<file path="src/logic/rcs_consts.vh">
// Holds the register selects, field positions and reset values of the
// reset-cause block. Included by the block's design file only.
`ifndef RCS_CONSTS_VH
`define RCS_CONSTS_VH

// ----------------------------------------------------------------------
// Register selects
// ----------------------------------------------------------------------
`define RCS_SEL_STATUS   1'b0
`define RCS_SEL_FORCE    1'b1

// ----------------------------------------------------------------------
// Field positions of the reset-cause status and force registers
// ----------------------------------------------------------------------
`define RCS_BIT_POWER_ON   7
`define RCS_BIT_PIN        6
`define RCS_BIT_WATCHDOG   5
`define RCS_BIT_ILL_OP     4
`define RCS_BIT_ILL_ADDR   3
`define RCS_BIT_CLK_GEN    2
`define RCS_BIT_LOW_VOLT   1
`define RCS_BIT_FORCE      0

// ----------------------------------------------------------------------
// Reset values
// ----------------------------------------------------------------------
`define RCS_STATUS_POR     8'h82
`define RCS_FORCE_READ     8'h00
`define RCS_WD_EN_RESET    1'b1

`endif

</file>
<file path="src/logic/rcs_reset_cause.v">
// Reset-cause status and debug force-reset logic.
// Assumes a reset controller outside that holds RST_N low for any system
// reset and shows which sources were active through the cause inputs,
// which stay valid while RST_N is low. POWER_ON_N is the raw power-on
// indication, low only while supply ramps.
//
// How it works
// - Cause flags are read-only to CPU writes.
// - Debug forced reset leaves all flags cleared.
// - Any status write restarts watchdog, flags kept.
// - Power-on sets bits 7 and 1 only.
// - Low-voltage reset keeps bit 7, sets bit 1.
// - Other resets latch active sources, rest zero.
// - Pin reset sets bit 6.
// - Watchdog timeout sets bit 5 when enabled.
// - Illegal opcode, unpermitted stop or background sets bit 4.
// - Illegal address access sets bit 3.
// - Clock generator request sets bit 2.
// - Low supply with both enables causes reset.
// - Force register reads zero, one bit.
// - CPU writes to force register ignored.
// - Debug write of one forces full reset.
// - Watchdog enable defaults one, zero disables.
`timescale 1ns/1ps
`include "rcs_consts.vh"

module rcs_reset_cause (
    CLK_SYS,
    RST_N,
    POWER_ON_N,
    CAUSE_PIN,
    CAUSE_WD_TIMEOUT,
    CAUSE_ILL_OP,
    CAUSE_STOP_EXEC,
    CAUSE_ENTER_BACKGROUND_INSTRUCTION_EXEC,
    CAUSE_ILL_ADDR,
    CAUSE_CLK_GEN,
    CAUSE_LOW_VOLT,
    STOP_PERMIT,
    BACKGROUND_PERMIT,
    WATCHDOG_ENABLE,
    LOW_VOLTAGE_RESET_ENABLE,
    LOW_VOLTAGE_STOP_ENABLE,
    REG_SEL,
    REG_WR,
    REG_RD,
    REG_DEBUG,
    REG_WDATA,
    REG_RDATA,
    WD_RESTART,
    RESET_REQ,
    RESET_REQ_FORCE
);
    input  wire       CLK_SYS;
    input  wire       RST_N;
    input  wire       POWER_ON_N;
    input  wire       CAUSE_PIN;
    input  wire       CAUSE_WD_TIMEOUT;
    input  wire       CAUSE_ILL_OP;
    input  wire       CAUSE_STOP_EXEC;
    input  wire       CAUSE_ENTER_BACKGROUND_INSTRUCTION_EXEC;
    input  wire       CAUSE_ILL_ADDR;
    input  wire       CAUSE_CLK_GEN;
    input  wire       CAUSE_LOW_VOLT;
    input  wire       STOP_PERMIT;
    input  wire       BACKGROUND_PERMIT;
    input  wire       WATCHDOG_ENABLE;
    input  wire       LOW_VOLTAGE_RESET_ENABLE;
    input  wire       LOW_VOLTAGE_STOP_ENABLE;
    input  wire       REG_SEL;
    input  wire       REG_WR;
    input  wire       REG_RD;
    input  wire       REG_DEBUG;
    input  wire [7:0] REG_WDATA;
    output reg  [7:0] REG_RDATA;
    output reg        WD_RESTART;
    output reg        RESET_REQ;
    output reg        RESET_REQ_FORCE;

    // ------------------------------------------------------------------
    // One-hot codes
    // ------------------------------------------------------------------
    // Phases of the reset tracker.
    localparam [2:0] PH_HELD  = 3'b001;
    localparam [2:0] PH_FIRST = 3'b010;
    localparam [2:0] PH_RUN   = 3'b100;
    // Kinds of reset, highest priority first.
    localparam [3:0] KIND_POWER_ON = 4'b0001;
    localparam [3:0] KIND_FORCED   = 4'b0010;
    localparam [3:0] KIND_LOW_VOLT = 4'b0100;
    localparam [3:0] KIND_OTHER    = 4'b1000;

    // ------------------------------------------------------------------
    // State
    // ------------------------------------------------------------------
    reg  [7:0] status_ff;
    reg        forced_ff;
    reg  [2:0] phase_ff;
    reg  [2:0] nxt_phase;
    reg  [7:0] nxt_rdata;
    reg        nxt_forced;
    wire [7:0] nxt_status;
    wire       nxt_restart;
    wire       nxt_reset_req;
    wire       nxt_force_req;
    wire       stop_illegal;
    wire       enter_background_instruction_illegal;
    wire       opcode_illegal;
    wire       wd_reset;
    wire       lv_reset;
    wire       force_hit;
    wire       status_wr;
    wire       status_rd;
    wire [3:0] kind;
    wire       kind_power_on;
    wire       kind_low_volt;
    wire       kind_other;
    wire       flag_power_on;
    wire       flag_pin;
    wire       flag_watchdog;
    wire       flag_ill_op;
    wire       flag_ill_addr;
    wire       flag_clk_gen;
    wire       flag_low_volt;

    // ------------------------------------------------------------------
    // Decode helpers
    // ------------------------------------------------------------------
    // True when the select points at the reset-cause status register.
    function is_status;
        input sel;
        begin
            is_status = (sel == `RCS_SEL_STATUS);
        end
    endfunction

    // True when the select points at the force-reset register.
    function is_force;
        input sel;
        begin
            is_force = (sel == `RCS_SEL_FORCE);
        end
    endfunction

    // Packs the seven cause flags into the register layout. Bit 0 is
    // not implemented and always reads zero.
    function [7:0] pack_flags;
        input por;
        input pin;
        input wdog;
        input bad_op;
        input bad_addr;
        input clk_req;
        input low_v;
        begin
            pack_flags                    = 8'h00;
            pack_flags[`RCS_BIT_POWER_ON] = por;
            pack_flags[`RCS_BIT_PIN]      = pin;
            pack_flags[`RCS_BIT_WATCHDOG] = wdog;
            pack_flags[`RCS_BIT_ILL_OP]   = bad_op;
            pack_flags[`RCS_BIT_ILL_ADDR] = bad_addr;
            pack_flags[`RCS_BIT_CLK_GEN]  = clk_req;
            pack_flags[`RCS_BIT_LOW_VOLT] = low_v;
        end
    endfunction

    // Sorts a reset into one kind. Power-on wins because the supply was
    // still ramping, so no other source can be trusted at that time.
    function [3:0] reset_kind;
        input por_n;
        input forced;
        input low_v;
        begin
            if (!por_n) begin
                reset_kind = KIND_POWER_ON;
            end else if (forced) begin
                reset_kind = KIND_FORCED;
            end else if (low_v) begin
                reset_kind = KIND_LOW_VOLT;
            end else begin
                reset_kind = KIND_OTHER;
            end
        end
    endfunction

    // ------------------------------------------------------------------
    // Reset source qualification
    // ------------------------------------------------------------------
    assign stop_illegal   = CAUSE_STOP_EXEC & ~STOP_PERMIT;
    assign enter_background_instruction_illegal   = CAUSE_ENTER_BACKGROUND_INSTRUCTION_EXEC & ~BACKGROUND_PERMIT;
    assign opcode_illegal = CAUSE_ILL_OP | stop_illegal | enter_background_instruction_illegal;
    assign wd_reset       = CAUSE_WD_TIMEOUT & WATCHDOG_ENABLE;
    assign lv_reset       = CAUSE_LOW_VOLT & LOW_VOLTAGE_RESET_ENABLE
                            & LOW_VOLTAGE_STOP_ENABLE;

    // ------------------------------------------------------------------
    // Register access decode
    // ------------------------------------------------------------------
    assign status_wr = REG_WR & is_status(REG_SEL);
    assign status_rd = REG_RD & is_status(REG_SEL);
    // Only debug accesses may touch the force bit; zero does nothing.
    assign force_hit = REG_WR & REG_DEBUG & is_force(REG_SEL)
                       & REG_WDATA[`RCS_BIT_FORCE];

    // ------------------------------------------------------------------
    // Flag capture while reset is held
    // ------------------------------------------------------------------
    assign kind          = reset_kind(POWER_ON_N, forced_ff, lv_reset);
    assign kind_power_on = (kind == KIND_POWER_ON);
    assign kind_low_volt = (kind == KIND_LOW_VOLT);
    assign kind_other    = (kind == KIND_OTHER);
    assign flag_power_on = kind_power_on
                           | (kind_low_volt & status_ff[`RCS_BIT_POWER_ON]);
    assign flag_pin      = kind_other & CAUSE_PIN;
    assign flag_watchdog = kind_other & wd_reset;
    assign flag_ill_op   = kind_other & opcode_illegal;
    assign flag_ill_addr = kind_other & CAUSE_ILL_ADDR;
    assign flag_clk_gen  = kind_other & CAUSE_CLK_GEN;
    assign flag_low_volt = kind_power_on | kind_low_volt;
    assign nxt_status = pack_flags(flag_power_on, flag_pin, flag_watchdog,
                                   flag_ill_op, flag_ill_addr,
                                   flag_clk_gen, flag_low_volt);

    // ------------------------------------------------------------------
    // Next values of the pulse outputs
    // ------------------------------------------------------------------
    assign nxt_restart   = status_wr;
    assign nxt_reset_req = force_hit | wd_reset | lv_reset;
    assign nxt_force_req = force_hit;

    // ------------------------------------------------------------------
    // Read data selection
    // ------------------------------------------------------------------
    always @* begin
        nxt_rdata = `RCS_FORCE_READ;
        if (status_rd) begin
            nxt_rdata = status_ff;
        end
    end

    // ------------------------------------------------------------------
    // Reset phase tracker
    // ------------------------------------------------------------------
    // The held phase marks the first clock after release, which is when
    // the forced marker must let go.
    always @* begin
        nxt_phase = phase_ff;
        case (phase_ff)
            PH_HELD: begin
                nxt_phase = PH_FIRST;
            end
            PH_FIRST: begin
                nxt_phase = PH_RUN;
            end
            PH_RUN: begin
                nxt_phase = PH_RUN;
            end
            default: begin
                nxt_phase = PH_RUN;
            end
        endcase
    end

    always @(posedge CLK_SYS) begin
        if (!RST_N) begin
            phase_ff <= PH_HELD;
        end else begin
            phase_ff <= nxt_phase;
        end
    end

    // ------------------------------------------------------------------
    // Forced-reset marker
    // ------------------------------------------------------------------
    // The forced marker survives the reset it causes, then clears once
    // the reset releases so later resets report their real cause.
    always @* begin
        nxt_forced = forced_ff;
        if (force_hit) begin
            nxt_forced = 1'b1;
        end else if (RST_N && (phase_ff == PH_HELD)) begin
            nxt_forced = 1'b0;
        end else if (!POWER_ON_N) begin
            nxt_forced = 1'b0;
        end
    end

    always @(posedge CLK_SYS) begin
        forced_ff <= nxt_forced;
    end

    // ------------------------------------------------------------------
    // Status register
    // ------------------------------------------------------------------
    // The flags are loaded only during reset, so no CPU write path exists.
    always @(posedge CLK_SYS) begin
        if (!RST_N) begin
            status_ff <= nxt_status;
        end
    end

    // ------------------------------------------------------------------
    // Read data register
    // ------------------------------------------------------------------
    always @(posedge CLK_SYS) begin
        if (!RST_N) begin
            REG_RDATA <= 8'h00;
        end else begin
            REG_RDATA <= nxt_rdata;
        end
    end

    // ------------------------------------------------------------------
    // Watchdog restart pulse
    // ------------------------------------------------------------------
    always @(posedge CLK_SYS) begin
        if (!RST_N) begin
            WD_RESTART <= 1'b0;
        end else begin
            WD_RESTART <= nxt_restart;
        end
    end

    // ------------------------------------------------------------------
    // Reset request pulses
    // ------------------------------------------------------------------
    always @(posedge CLK_SYS) begin
        if (!RST_N) begin
            RESET_REQ <= 1'b0;
        end else begin
            RESET_REQ <= nxt_reset_req;
        end
    end

    always @(posedge CLK_SYS) begin
        if (!RST_N) begin
            RESET_REQ_FORCE <= 1'b0;
        end else begin
            RESET_REQ_FORCE <= nxt_force_req;
        end
    end

endmodule // rcs_reset_cause

</file>
<file path="config.mk">
export PLATFORM = sky130hd
export DESIGN_NAME = rcs_reset_cause
export DESIGN_NICKNAME = d
export VERILOG_FILES = /design/src/logic/rcs_reset_cause.v
export VERILOG_INCLUDE_DIRS = /design/src /design/src/logic
export SDC_FILE = /design/constraint.sdc
export NUM_CORES = 1
export LEC_CHECK = 0
export BUFFER_PORTS_ARGS = -buffer_cell sky130_fd_sc_hd__buf_2
export CELL_PAD_IN_SITES_DETAIL_PLACEMENT = 0
export CELL_PAD_IN_SITES_GLOBAL_PLACEMENT = 1
export CORE_UTILIZATION = 28
export CTS_CLUSTER_SIZE = 14
export DETAILED_ROUTE_END_ITERATION = 12
export HOLD_SLACK_MARGIN = 0.1
export PLACE_DENSITY_LB_ADDON = 0.1
export SYNTH_ARGS = -nofsm -noshare
export SYNTH_HDL_FRONTEND = slang
export SYNTH_SLANG_ARGS = --single-unit
</file>
<file path="constraint.sdc">
create_clock -name CLK_SYS -period 0.9 [get_ports CLK_SYS]
set_clock_uncertainty 0.15 [all_clocks]
set_input_delay 0.225 -clock CLK_SYS [delete_from_list [all_inputs] [get_ports CLK_SYS]]
set_output_delay 0.225 -clock CLK_SYS [all_outputs]
set_load 0.01 [all_outputs]
</file>
==> results.md <==
- Simple-Gate Fraction of Synth Area: 23.8%
- Worst r2r src: forced_ff
- CP Depth: 1
- Residual DRC: 0
- Worst setup path category: flip-flop to primary output
- Clock tree buffer depth: 2
- Sw Share: 22.2%
- Grt ovf: 0
- Pwr Density: 1650 nW/um^2
- CP Cell Sequence: buf_2
- CP max-delay cell: dfxtp_1
- First-pass GRT wire length: 1760 um
- Min Hold Slack: -0.0477 ns
- Mapped Area: 724 sq um
- Global Route Usage Sum: 9.44%
- Startpoint types: flip-flop
- Number of synthesized flops with an enable pin: 7
- Worst Path Arrival: 0.74 ns
- Failing checks: negative hold slack, negative setup slack
- Antenna violations before repair: 0
- Power share of the clock group: 27.0%
- Adder-cell area share of the yosys netlist: 0%
- Worst reg-to-reg path cell count: 2
- CP max FO: 1
- Rows: 18
- Post-synthesis mux area share: 0%
- FF+latch count, synth: 21
- Most common cell in the synthesized netlist: dfxtp_1
- GPL Wtd Cong: 0.624
- Largest stage delay, worst path: 0.33 ns
- Routed vias: 492
- Register-to-register setup slack: -0.10 ns
- Worst endpoint required time: 0.52 ns
- Internal power: 0.00128 W
- Mapped Cells: 56
- Diodes inserted: 0
- Worst Setup EP: REG_RDATA[3]
- Total CTS buffers: 3
- Leakage: 0.441 nW
- Sequential share of the synthesized area: 67.7%
- Wirelength, routed: 1110 um
- Post-detail-place hpwl: 864 um
- Ys Warns: 0
- Max_cap viols: 0
- Min cycle time layout: 1.12 ns
- Fin. max-slew vios: 0
- Die width: 52.9 um
- Post-layout util: 40.5%
- I/O pins: 39
- Worst Path Buf+Inv: 1
- Clk sinks: 21
- Worst-Skew Late Latency: 0.29 ns
- Core area: 2450 sq um
- Largest net degree at the start of global routing: 13
- Post-synth top area cell: dfxtp_1
- Area delta synth->final: 37.1%
- Post-Route Setup TNS: -2.50 ns
- Peak VDD IR: 0.000830 V
- Crit end category: primary output
- Die height: 52.9 um
- First DRT Iteration DRCs: 0
- Final Hold Viols: 1
- Pre-antenna DRT Iters: 1
- Status: complete, but fails checks
- FILL cells: 246
- Top delay family on crit path: flip-flops
- Die ar.: 2790 sq um
- Layout cells sized above 1: 57.8%
- Library cells used by synthesis: 22
- Synthesized Nets: 84
- Root Buffer: clkbuf_4
- Main combinational cell family by area after synthesis: simple AND/OR/NAND/NOR gates
- Initial Utilization: 29.5%
- Via density: 4.10
- Main synth FF type: dfxtp_1
- Synth Area in XOR/XNOR: 0%
- Top cells by count, synth: 14 x dfxtp_1, 7 x and2_1, 7 x edfxtp_1, 5 x nor3b_1, 3 x inv_1
- Compound-cell area share of the yosys netlist: 5.35%
- Htree depth: 1
- Reg-to-Reg End: status_ff[4]
- FFs w/ async S/R, synth: 0%
- IO Port Bufs: 30
- Post-synth top area share: 38.7%
- Fin crit share: 124%
- Post-DR wirelength/cell: 9.26 um
- Clk slew on worst S/H paths: 0.12 ns
- Critical Path Start: REG_RDATA[3]
- FMAX: 895 MHz
- Final setup margin: -0.217 ns
- Nets@finish: 119
- Flop pwr share: 63.3%
- CTS tree: done
- Min-Delay Path Class: primary input to flip-flop
- Comb power frac: 9.7%
- Final setup viols: 17
- RSZ-0062 raised after global routing: true
- Largest cells by area after synthesis: dfxtp_1 39%, edfxtp_1 29%, and2_1 6.0%
- DRT antenna net count: 0
- Net switching power: 0.000365 W
- Avg Cell Area, Syn: 12.9 sq um
- Vias in the first global route: 403
==> final cells by class <==
cell class                      instances  area [sq um]  share of cell area (%)
Tap cell                               30          37.5                    3.78
Sequential cell                        21           497                    50.0
Clock buffer                            3          22.5                    2.27
Timing Repair Buffer                   31           174                    17.5
Multi-Input combinational cell         31           243                    24.4
Inverter                                3          15.0                    1.51
Clock inverter                          1          5.00                   0.504
==> power by group through the flow <==
stage	registers [W]	logic (W)	clock network, W
after floorplan	0.00106	0.0000681	0
after global placement	0.00106	0.000147	0
after detailed placement	0.00106	0.000148	0
after CTS	0.00104	0.000157	0.000467
after global routing	0.00105	0.000178	0.000490
final	0.00104	0.000159	0.000444
==> repair_timing <==
action | CTS | global route
endpoints found under the setup margin | 18 | 18
setup buffers | 0 | 0
gates resized for setup | 7 | 7
hold endpoints to repair | 7 | 5
pin swaps | 3 | 2
==> cells in the final DEF, fill, tap and decap left out <==
master	instances
o21ai_2	2
dfxtp_1	9
inv_1	2
nor3b_2	3
and3b_2	1
nor3b_1	2
clkbuf_4	3
buf_6	3
and4bb_2	1
a31oi_1	1
nor2_1	2
conb_1	1
nand2b_4	1
nand2b_1	2
nand3_1	1
nand4_1	1
edfxtp_1	7
a311oi_2	1
buf_2	28
and2_1	7
nand2_1	2
o31ai_1	1
clkinvlp_4	1
nor3_2	1
and3_4	1
dfxtp_2	5
clkinv_2	1
==> through the flow <==
step                cell area [sq um]  power [W]  setup slack (ns)  cells  hold slack, ns
global route                      993    0.00171            -0.264    120         -0.0624
floorplan                         729    0.00113           -0.0312     56           0.151
finish                            993    0.00164            -0.217    120         -0.0477
detailed placement                917    0.00121            -0.179    116           0.275
CTS                               970    0.00166            -0.233    120         -0.0595
global placement                  917    0.00120            -0.167    116           0.269
==> flip-flops by register name (all words and copies together) (netlist names) <==
name,count
RESET_REQ,1
phase_ff,3
WD_RESTART,1
forced_ff,1
status_ff,7
RESET_REQ_FORCE,1
REG_RDATA,7
==> worst min-delay path by stage <==
stage,startpoint,to,slack (ns),cells past startpoint
after detailed placement,REG_SEL,WD_RESTART,0.27,2
final,REG_SEL,WD_RESTART,-0.05,2
after CTS,REG_SEL,WD_RESTART,-0.06,2
after floorplan,REG_SEL,WD_RESTART,0.15,1
after global routing,REG_SEL,WD_RESTART,-0.06,2
after global placement,REG_SEL,WD_RESTART,0.27,2
==> cells by family (layout without fill, tap and decap cells) <==
| group | count (synthesis) | in the layout |
|---|---|---|
| flops | 21 | 21 |
| simple gates | 25 | 25 |
| compound gates | 5 | 5 |
| buf+inv | 4 | 38 |
| other cells | 1 | 1 |
==> metal layers <==
layer / global-route usage [%] / part of all wire [%] / vias to the layer above
li1: - / - / 262
met1: 12.1 / 45 / 207
met2: 12.2 / 46 / 21
met3: 4.31 / 6.8 / 2
met4: 6.58 / 1.5 / 0
met5: 0 / 0 / -
Note: power is estimated with default switching activity, not from simulation.
